File: src/hcrh_pkg.sv
// constants, field layouts and types for the hub class request handler
// assumes one clock domain; shared by the handler and its status keeper
`default_nettype none

package hcrh_pkg;

  // request type codes
  localparam logic [7:0] RT_HUB_OUT   = 8'h20;
  localparam logic [7:0] RT_OTHER_OUT = 8'h23;
  localparam logic [7:0] RT_HUB_IN    = 8'ha0;

  // request codes
  localparam logic [7:0] REQ_GET_STATUS     = 8'h00;
  localparam logic [7:0] REQ_CLEAR_FEATURE  = 8'h01;
  localparam logic [7:0] REQ_SET_FEATURE    = 8'h03;
  localparam logic [7:0] REQ_GET_DESCRIPTOR = 8'h06;
  localparam logic [7:0] REQ_TT_RELEASE     = 8'h08;

  // feature selectors for the change bits
  localparam logic [15:0] FSEL_LOCAL_POWER  = 16'h0000;
  localparam logic [15:0] FSEL_OVER_CURRENT = 16'h0001;

  // buffer release value field layout
  localparam int TV_EP_LSB   = 0;
  localparam int TV_EP_W     = 4;
  localparam int TV_ADDR_LSB = 4;
  localparam int TV_ADDR_W   = 7;
  localparam int TV_TYPE_LSB = 11;
  localparam int TV_TYPE_W   = 2;
  localparam int TV_RSVD_LSB = 13;
  localparam int TV_RSVD_W   = 2;
  localparam int TV_DIR_BIT  = 15;

  // status and change word layout
  localparam int STAT_LOCAL_POWER_BIT  = 0;
  localparam int STAT_OVER_CURRENT_BIT = 1;
  localparam int STAT_USED_W           = 2;
  localparam logic [15:0] HUB_SUPPLY_STATUS_RESET = 16'h0000;
  localparam logic [15:0] HUB_STATUS_CHANGE_RESET = 16'h0000;

  localparam logic [15:0] HUB_STATUS_LEN = 16'h0004;
  localparam logic [7:0]  DESC_INDEX_HUB = 8'h00;
  // descriptor with one-byte port bitmaps: seven fixed bytes plus two
  localparam logic [15:0] HUB_DESC_LEN   = 16'h0009;

  typedef enum logic [2:0] {
    ST_IDLE = 3'b001,
    ST_SEND = 3'b010,
    ST_RESP = 3'b100
  } hcrh_state_t;

  typedef enum logic [1:0] {
    SETF_STALL = 2'h0,
    SETF_NOOP  = 2'h1,
    SETF_SET   = 2'h2
  } hcrh_setf_t;

endpackage

`default_nettype wire

File: src/hcrh_chg_if.sv
// carrier between the request handler and the status keeper
// assumes both ends on sys_clk; strobes are one-cycle pulses
`default_nettype none

interface hcrh_chg_if;
  logic [1:0]  chg_clear;
  logic [1:0]  chg_set;
  logic [15:0] supply_status;
  logic [15:0] status_change;

  modport ctl (
    output chg_clear,
    output chg_set,
    input  supply_status,
    input  status_change
  );

  modport stat (
    input  chg_clear,
    input  chg_set,
    output supply_status,
    output status_change
  );
endinterface

`default_nettype wire

File: src/hcrh_handler.sv
// hub class request handler: decodes setup requests, streams answers
// assumes the packet engine presents decoded setup fields on sys_clk
// and turns resp_stall into a stall handshake
`default_nettype none

// Function
// - release busy non-periodic translator buffer on request
// - value field: endpoint, address, type, zeros, direction
// - stall release for bad port or nonzero length
// - release of unheld transaction completes without effect
// - descriptor read returns the single hub descriptor
// - return smaller of requested and actual length
// - stall descriptor or status read with bad fields
// - status read: status word then change word
// - status bit 0 shows local supply lost
// - over-current bit only with hub-wide reporting
// - reserved status and change bits read zero
// - status bits not changeable by requests
// - change bits set when status bits change
// - bus reset clears both change bits
// - set feature sets change bits, stalls or ignores
// - clear feature clears change bit, no error
// - selector 0 local power, 1 over-current
// - request codes 0,1,3,6,8 decoded
module hcrh_handler
  import hcrh_pkg::*;
#(
  parameter logic [7:0]  NUM_PORTS     = 8'h04,
  parameter bit          TT_PER_PORT   = 1'b0,
  parameter bit          HUB_OC_REPORT = 1'b1,
  parameter hcrh_setf_t  SET_MODE      = SETF_NOOP,
  parameter logic [7:0]  HUB_DESC_TYPE = 8'h00,
  parameter logic [15:0] HUB_CHAR      = 16'h0000,
  parameter logic [7:0]  PWR_GOOD_TIME = 8'h00,
  parameter logic [7:0]  CTRL_CURRENT  = 8'h00,
  parameter logic [7:0]  REMOVABLE     = 8'h00
) (
  input  wire logic        sys_clk,
  input  wire logic        rstn,
  input  wire logic        setup_valid,
  output logic             setup_ready,
  input  wire logic [7:0]  setup_req_type,
  input  wire logic [7:0]  setup_request,
  input  wire logic [15:0] setup_value,
  input  wire logic [15:0] setup_index,
  input  wire logic [15:0] setup_length,
  input  wire logic        hub_configured,
  input  wire logic        bus_reset,
  input  wire logic        local_power_lost_pin,
  input  wire logic        hub_overcurrent_pin,
  input  wire logic        ports_all_off,
  output logic             tx_valid,
  input  wire logic        tx_ready,
  output logic [7:0]       tx_data,
  output logic             tx_last,
  output logic             resp_valid,
  output logic             resp_stall,
  output logic             tt_release_valid,
  output logic [7:0]       tt_release_port,
  output logic [6:0]       tt_release_addr,
  output logic [3:0]       tt_release_ep,
  output logic [1:0]       tt_release_type,
  output logic             tt_release_dir
);

  hcrh_chg_if chg_bus ();

  hcrh_status #(
    .HUB_OC_REPORT (HUB_OC_REPORT)
  ) u_status (
    .sys_clk              (sys_clk),
    .rstn                 (rstn),
    .local_power_lost_pin (local_power_lost_pin),
    .hub_overcurrent_pin  (hub_overcurrent_pin),
    .ports_all_off        (ports_all_off),
    .bus_reset            (bus_reset),
    .st                   (chg_bus)
  );

  hcrh_state_t state_reg;
  logic        take;
  logic        dec_err;
  logic        dec_in;
  logic        dec_desc;
  logic        dec_tt;
  logic [15:0] dec_len;
  logic [1:0]  dec_clr;
  logic [1:0]  dec_set;
  logic        sel_ok;
  logic        port_ok;
  logic [1:0]  sel_bits;
  logic        src_desc_reg;
  logic [15:0] remain_reg;
  logic [3:0]  idx_reg;
  logic [31:0] snap_reg;
  logic [7:0]  tx_data_reg;
  logic        stall_reg;
  logic [1:0]  chg_clear_reg;
  logic [1:0]  chg_set_reg;
  logic        tt_valid_reg;
  logic [7:0]  tt_port_reg;
  logic [6:0]  tt_addr_reg;
  logic [3:0]  tt_ep_reg;
  logic [1:0]  tt_type_reg;
  logic        tt_dir_reg;

  // one descriptor, port bitmaps fit one byte each (up to seven ports)
  function automatic logic [7:0] desc_byte(input logic [3:0] idx);
    case (idx)
      4'h0:    desc_byte = HUB_DESC_LEN[7:0];
      4'h1:    desc_byte = HUB_DESC_TYPE;
      4'h2:    desc_byte = NUM_PORTS;
      4'h3:    desc_byte = HUB_CHAR[7:0];
      4'h4:    desc_byte = HUB_CHAR[15:8];
      4'h5:    desc_byte = PWR_GOOD_TIME;
      4'h6:    desc_byte = CTRL_CURRENT;
      4'h7:    desc_byte = REMOVABLE;
      4'h8:    desc_byte = 8'hff;
      default: desc_byte = 8'h00;
    endcase
  endfunction

  // status word low byte first, then change word
  function automatic logic [7:0] resp_byte(input logic is_desc, input logic [3:0] idx,
                                           input logic [31:0] snap);
    if (is_desc)
      resp_byte = desc_byte(idx);
    else
      resp_byte = snap[{idx[1:0], 3'b000} +: 8];
  endfunction

  function automatic logic [15:0] min16(input logic [15:0] a, input logic [15:0] b);
    min16 = (a < b) ? a : b;
  endfunction

  assign take     = setup_valid && (state_reg == ST_IDLE);
  assign sel_ok   = (setup_value == FSEL_LOCAL_POWER) || (setup_value == FSEL_OVER_CURRENT);
  assign sel_bits = (setup_value == FSEL_OVER_CURRENT) ? 2'b10 : 2'b01;
  // the host names the translator port, or one for a single translator
  assign port_ok  = TT_PER_PORT ? ((setup_index != 16'h0000) && (setup_index <= {8'h00, NUM_PORTS}))
                                : (setup_index == 16'h0001);

  always_comb begin
    dec_err  = 1'b1;
    dec_in   = 1'b0;
    dec_desc = 1'b0;
    dec_tt   = 1'b0;
    dec_len  = 16'h0000;
    dec_clr  = 2'b00;
    dec_set  = 2'b00;
    case (setup_request)
      REQ_GET_STATUS: begin
        if (setup_req_type == RT_HUB_IN) begin
          dec_err = (setup_value != 16'h0000) || (setup_index != 16'h0000)
                 || (setup_length != HUB_STATUS_LEN);
          dec_in  = 1'b1;
          dec_len = HUB_STATUS_LEN;
        end
      end
      REQ_GET_DESCRIPTOR: begin
        if (setup_req_type == RT_HUB_IN) begin
          dec_err  = (setup_value != {HUB_DESC_TYPE, DESC_INDEX_HUB})
                  || (setup_index != 16'h0000);
          dec_in   = 1'b1;
          dec_desc = 1'b1;
          dec_len  = min16(setup_length, HUB_DESC_LEN);
        end
      end
      REQ_CLEAR_FEATURE: begin
        if (setup_req_type == RT_HUB_OUT) begin
          dec_err = !sel_ok || (setup_index != 16'h0000) || (setup_length != 16'h0000);
          dec_clr = sel_bits;
        end
      end
      REQ_SET_FEATURE: begin
        if (setup_req_type == RT_HUB_OUT) begin
          dec_err = !sel_ok || (setup_index != 16'h0000) || (setup_length != 16'h0000)
                 || (SET_MODE == SETF_STALL);
          dec_set = (SET_MODE == SETF_SET) ? sel_bits : 2'b00;
        end
      end
      REQ_TT_RELEASE: begin
        if (setup_req_type == RT_OTHER_OUT) begin
          dec_err = !port_ok || (setup_length != 16'h0000)
                 || (setup_value[TV_RSVD_LSB +: TV_RSVD_W] != 2'b00);
          dec_tt  = 1'b1;
        end
      end
      default: dec_err = 1'b1;
    endcase
    if (!hub_configured)
      dec_err = 1'b1;
  end

  always_ff @(posedge sys_clk or negedge rstn) begin
    if (!rstn) begin
      state_reg <= ST_IDLE;
    end else begin
      case (state_reg)
        ST_IDLE: begin
          if (take) begin
            if (!dec_err && dec_in && (dec_len != 16'h0000))
              state_reg <= ST_SEND;
            else
              state_reg <= ST_RESP;                            // zero length descriptor read is not an error
          end
        end
        ST_SEND: begin
          if (tx_ready && (remain_reg == 16'h0001))
            state_reg <= ST_RESP;
        end
        ST_RESP: state_reg <= ST_IDLE;
        default: state_reg <= ST_IDLE;
      endcase
    end
  end

  // answer length, source and data bytes
  always_ff @(posedge sys_clk or negedge rstn) begin
    if (!rstn) begin
      src_desc_reg <= 1'b0;
      remain_reg   <= 16'h0000;
      idx_reg      <= 4'h0;
      snap_reg     <= 32'h00000000;
      tx_data_reg  <= 8'h00;
    end else if (take) begin
      src_desc_reg <= dec_desc;
      remain_reg   <= dec_len;
      idx_reg      <= 4'h0;
      // snapshot keeps the four bytes coherent while they drain
      snap_reg     <= {chg_bus.status_change, chg_bus.supply_status};
      tx_data_reg  <= dec_desc ? desc_byte(4'h0) : chg_bus.supply_status[7:0];
    end else if ((state_reg == ST_SEND) && tx_ready) begin
      remain_reg   <= remain_reg - 16'h0001;
      idx_reg      <= idx_reg + 4'h1;
      tx_data_reg  <= resp_byte(src_desc_reg, idx_reg + 4'h1, snap_reg);
    end
  end

  always_ff @(posedge sys_clk or negedge rstn) begin
    if (!rstn)
      stall_reg <= 1'b0;
    else if (take)
      stall_reg <= dec_err;
  end

  // change bit strobes, only for accepted requests
  always_ff @(posedge sys_clk or negedge rstn) begin
    if (!rstn) begin
      chg_clear_reg <= 2'b00;
      chg_set_reg   <= 2'b00;
    end else begin
      chg_clear_reg <= (take && !dec_err) ? dec_clr : 2'b00;
      chg_set_reg   <= (take && !dec_err) ? dec_set : 2'b00;
    end
  end

  // the translator ignores a release for a buffer it does not hold
  always_ff @(posedge sys_clk or negedge rstn) begin
    if (!rstn) begin
      tt_valid_reg <= 1'b0;
      tt_port_reg  <= 8'h00;
      tt_addr_reg  <= 7'h00;
      tt_ep_reg    <= 4'h0;
      tt_type_reg  <= 2'h0;
      tt_dir_reg   <= 1'b0;
    end else begin
      tt_valid_reg <= take && dec_tt && !dec_err;
      if (take && dec_tt && !dec_err) begin
        tt_port_reg <= setup_index[7:0];
        tt_ep_reg   <= setup_value[TV_EP_LSB +: TV_EP_W];
        tt_addr_reg <= setup_value[TV_ADDR_LSB +: TV_ADDR_W];
        tt_type_reg <= setup_value[TV_TYPE_LSB +: TV_TYPE_W];
        tt_dir_reg  <= setup_value[TV_DIR_BIT];
      end
    end
  end

  assign chg_bus.chg_clear = chg_clear_reg;
  assign chg_bus.chg_set   = chg_set_reg;

  assign setup_ready      = (state_reg == ST_IDLE);
  assign tx_valid         = (state_reg == ST_SEND);
  assign tx_data          = tx_data_reg;
  assign tx_last          = (state_reg == ST_SEND) && (remain_reg == 16'h0001);
  assign resp_valid       = (state_reg == ST_RESP);
  assign resp_stall       = stall_reg;
  assign tt_release_valid = tt_valid_reg;
  assign tt_release_port  = tt_port_reg;
  assign tt_release_addr  = tt_addr_reg;
  assign tt_release_ep    = tt_ep_reg;
  assign tt_release_type  = tt_type_reg;
  assign tt_release_dir   = tt_dir_reg;

endmodule

`default_nettype wire

File: src/hcrh_status.sv
// hub status and change words, with pin synchronisers
// assumes clear and set strobes from the handler on the same clock
`default_nettype none

module hcrh_status
  import hcrh_pkg::*;
#(
  parameter bit HUB_OC_REPORT = 1'b1
) (
  input  wire logic sys_clk,
  input  wire logic rstn,
  input  wire logic local_power_lost_pin,
  input  wire logic hub_overcurrent_pin,
  input  wire logic ports_all_off,
  input  wire logic bus_reset,
  hcrh_chg_if.stat  st
);

  logic [1:0]             pin_meta_reg;
  logic [1:0]             pin_sync_reg;
  logic [STAT_USED_W-1:0] status_reg;
  logic [STAT_USED_W-1:0] status_next;
  logic [STAT_USED_W-1:0] change_reg;
  logic [STAT_USED_W-1:0] change_next;

  // pins are asynchronous to sys_clk
  always_ff @(posedge sys_clk or negedge rstn) begin
    if (!rstn) begin
      pin_meta_reg <= 2'h0;
      pin_sync_reg <= 2'h0;
    end else begin
      pin_meta_reg <= {hub_overcurrent_pin, local_power_lost_pin};
      pin_sync_reg <= pin_meta_reg;
    end
  end

  // status follows hardware only; no request path reaches it
  always_comb begin
    status_next = '0;
    status_next[STAT_LOCAL_POWER_BIT] = pin_sync_reg[0];
    status_next[STAT_OVER_CURRENT_BIT] = HUB_OC_REPORT & pin_sync_reg[1] & ports_all_off;
  end

  always_ff @(posedge sys_clk or negedge rstn) begin
    if (!rstn)
      status_reg <= HUB_SUPPLY_STATUS_RESET[STAT_USED_W-1:0];
    else
      status_reg <= status_next;
  end

  // a change event in the clearing cycle survives: set wins
  always_comb begin
    change_next = (change_reg & ~st.chg_clear)
                | (status_next ^ status_reg)
                | st.chg_set;
    if (bus_reset)
      change_next = '0;
  end

  always_ff @(posedge sys_clk or negedge rstn) begin
    if (!rstn)
      change_reg <= HUB_STATUS_CHANGE_RESET[STAT_USED_W-1:0];
    else
      change_reg <= change_next;
  end

  // reserved bits tie to zero
  assign st.supply_status = {14'h0000, status_reg};
  assign st.status_change = {14'h0000, change_reg};

endmodule

`default_nettype wire

File: config.mk
export PLATFORM = sky130hd
export DESIGN_NAME = hcrh_handler
export DESIGN_NICKNAME = d
export VERILOG_FILES = /design/src/hcrh_pkg.sv /design/src/hcrh_chg_if.sv /design/src/hcrh_handler.sv /design/src/hcrh_status.sv
export SDC_FILE = /design/constraint.sdc
export NUM_CORES = 1
export LEC_CHECK = 0
export BUFFER_PORTS_ARGS = -buffer_cell sky130_fd_sc_hd__buf_2
export CAP_MARGIN = 20
export CELL_PAD_IN_SITES_DETAIL_PLACEMENT = 0
export CELL_PAD_IN_SITES_GLOBAL_PLACEMENT = 2
export CORE_UTILIZATION = 33
export CTS_CLUSTER_DIAMETER = 60
export CTS_CLUSTER_SIZE = 12
export DETAILED_ROUTE_END_ITERATION = 10
export PLACE_DENSITY = 0.84
export REMOVE_ABC_BUFFERS = 1
export SYNTH_ARGS = -nofsm -noshare
export SYNTH_HDL_FRONTEND = slang
export SYNTH_SLANG_ARGS = --single-unit
export TNS_END_PERCENT = 20
File: constraint.sdc
create_clock -name sys_clk -period 8 [get_ports sys_clk]
set_input_delay 2.4 -clock sys_clk [delete_from_list [all_inputs] [get_ports sys_clk]]
set_output_delay 2.4 -clock sys_clk [all_outputs]
set_load 0.005 [all_outputs]
==> summary.txt <==
GP Congestion - 0.777
CTS tree - yes
layout cells sized above 1 - 28.4%
final setup violation count - 0
Max Slew Vio Count - 0
Reg clk slew, reported paths - 0.07 ns
WHS - 0.349 ns
asr flop ratio synth - 100%
vias in the first global route - 3488
Final Hold Fails - 0
Avg Cell Area, Syn - 9.33 sq um
number of fill cells - 1097
final period utilization - 60.4%
Layout Utilization - 42.2%
Critical Path Source - remain_reg[8]
Vias/cell - 5.30
fmax - 207 MHz
Leakage - 2.04 nW
commonest non-fill, non-tap cells in the layout - buf_2, dfrtp_1, nand2_1, o21ai_0, inv_1
Vias - 3392
Synth Area in Compound Gates - 18.8%
H-tree levels - 3
TritonRoute pass-1 iters - 4
clock latency on the worst-skew pair - 0.35 ns
CTS Hold Buffers Added - 0
status - finished, final reports clean
launch point of the worst reg-to-reg path - state_reg[0]
Crit-path slowest cell - or4_4
Final #Nets - 573
slew margin rel. - 36.2%
worst r2r path cells - 7
maximum VDD drop - 0.0000895 V
remaining antenna violation count - 0
RSZ-0062 raised after global routing - false
area delta synth->final - 24.1%
clk buf depth - 2
fin cells - 640
multi-input logic area - 0.00184 sq mm
CP Cell Sequence - or4_4, or4b_4, and4b_1, and2_1, buf_2
simple-gate share of the synthesized area - 24.6%
DRC violations left - 0
multiplexer area fraction after synthesis - 1.11%
Synthesis Warnings - 0
Final min period - 4.83 ns
hold depth - 0
Core ar. - 0.0109 sq mm
largest family of logic cells by synthesized area - simple AND/OR/NAND/NOR gates
Die W - 108 um
Die Ht - 108 um
clk root buf - clkbuf_8
Post-Synth XOR/XNOR Area - 3.31%
worst-margin pin slew - 0.951 ns
max incr delay on CP - 0.56 ns
number of antenna violations at the first check in global routing - 0
Post CTS Setup Buffer Count - 0
Post-Synth Adder-Cell Area - 1.69%
post_cts resized - 0
register area share after synthesis - 45.3%
Max Fanout on Critical Path - 4
number of flip-flops in the largest register - 16
Post-Route WL - 10200 um
Boundary Pins - 109
total global-route track usage - 19.1%
area of the mapped netlist - 0.00370 sq mm
crit path DAT - 2.43 ns
first-pass GRT wire length - 17200 um
Synth Flop Type - dfrtp_1
grt ovf - 0
commonest non-fill, non-tap cell in the layout - buf_2
Req. time, crit path - 5.60 ns
kind of critical path - reg -> out
largest net degree at the start of global routing - 68
Fin Setup TNS - 0 ns
CTS Sinks - 67
worst min-delay path class - reg -> reg
DR iter-0 viols - 118
#FFs+latches synth - 67
Synth Instances - 397
Ant. Diodes - 0
wire length per cell - 15.9 um
port buffer count - 108
Die Area - 0.0117 sq mm
Detailed Place HPWL - 7330 um
post-synthesis cell type count - 54
Post-synth EDFFs - 0
register area - 0.00168 sq mm
CTS Buf Count - 9
critical path startpoint category - flop
Row Count - 38
Worst Min Path Start - u_status.pin_meta_reg[1]
dpl cells - 624
Pwr Density - 172 mW/mm^2
clock skew - 0.0105 ns
Starting Density - 34.0%
max-cap violations - 0
Crit. End Element - output pin
-- synthesized netlist by cell type, types with 2 or more instances --
| master | n | share of area, % |
|---|---|---|
| o21a_1 | 2 | 0.41 |
| a21oi_1 | 9 | 1.2 |
| nor2b_1 | 7 | 1.2 |
| nor4_2 | 2 | 0.68 |
| nand2_1 | 46 | 4.7 |
| or4_1 | 3 | 0.61 |
| a41oi_1 | 14 | 3.3 |
| nand3_1 | 7 | 0.95 |
| o31ai_1 | 3 | 0.61 |
| buf_2 | 6 | 0.81 |
| o21ai_0 | 27 | 3.6 |
| a31oi_1 | 17 | 2.9 |
| nor2_1 | 19 | 1.9 |
| dfrtp_1 | 66 | 45 |
| and2_1 | 5 | 0.84 |
| and3_1 | 2 | 0.34 |
| clkbuf_1 | 17 | 1.7 |
| and4_1 | 5 | 1.2 |
| nor3b_1 | 6 | 1.2 |
| a311oi_1 | 14 | 3.3 |
| nor4_1 | 14 | 2.4 |
| o22a_1 | 2 | 0.47 |
| and4b_1 | 3 | 0.81 |
| xnor2_1 | 9 | 2.1 |
| o22ai_1 | 2 | 0.34 |
| nand2b_1 | 2 | 0.34 |
| nand4_1 | 5 | 0.84 |
| buf_4 | 3 | 0.61 |
| xor2_1 | 5 | 1.2 |
| o21ai_1 | 2 | 0.27 |
| ha_1 | 5 | 1.7 |
| o211ai_1 | 3 | 0.61 |
| nor4b_1 | 3 | 0.71 |
| or2_2 | 2 | 0.34 |
| or3_1 | 5 | 0.84 |
| mux2i_1 | 3 | 0.81 |
| nor3_1 | 15 | 2.0 |
| nand4b_1 | 2 | 0.47 |
| inv_1 | 20 | 2.0 |
-- power by group --
part / leakage [nW] / switching, mW / total [mW] / internal, mW
Combinational: 1.08 / 0.0467 / 0.0777 / 0.0311
Clock: 0.126 / 0.139 / 0.355 / 0.216
Sequential: 0.828 / 0.00656 / 0.356 / 0.350
-- worst paths after layout --
path	end	slack, ns
worst max-delay path	tx_last	3.17
worst min-delay path	u_status.pin_sync_reg[1]	0.35
worst max register to register	chg_bus.chg_clear[0]	5.44
worst min register to register	u_status.pin_sync_reg[1]	0.35
max in group asynchronous	u_status.pin_sync_reg[0]	5.20
min in group asynchronous	idx_reg[2]	2.22
-- cell families (layout without fill, tap and decap cells) --
family / count (synthesis) / in the layout
xor gates and xnor gates: 14 / 14
DFF: 67 / 67
AOI/OAI and AO/OA: 102 / 102
buffers and inverters: 46 / 149
muxes: 4 / 4
and+or+nand+nor: 159 / 159
adders and majority gates: 5 / 5
-- critical path: cells and delay by family, from the launching register on --
kind,cells,cell delay [ns]
simple gates,4,1.56
flops,1,0.41
buf+inv,1,0.12
-- routing by layer --
metal	routed length (um)	vias to the layer above	share of wire, %	GRT usage, %
met5	0	-	0	0
met4	129	0	1.3	5.28
met3	406	12	4.0	3.98
met2	5140	78	50	33.5
met1	4510	1617	44	23.5
li1	-	1685	-	-
-- layout make-up --
type | instances | area share (%)
Inverter | 20 | 1.63
Multi-Input combinational cell | 284 | 40.0
Timing Repair Buffer | 113 | 12.6
Tap cell | 140 | 3.81
Clock buffer | 10 | 2.99
Sequential cell | 67 | 36.5
Clock inverter | 6 | 2.45
-- metrics by stage --
step           power (mW)  instance area [sq um]  setup slack [ns]
2_1_floorplan       0.394                   3590              3.62
3_3_place_gp        0.441                   4350              3.12
3_5_place_dp        0.442                   4350              3.04
4_1_cts             0.797                   4600              3.14
5_1_grt             0.822                   4600              3.09
6_report            0.789                   4600              3.17
No activity file was read; power rests on OpenSTA's default activity.
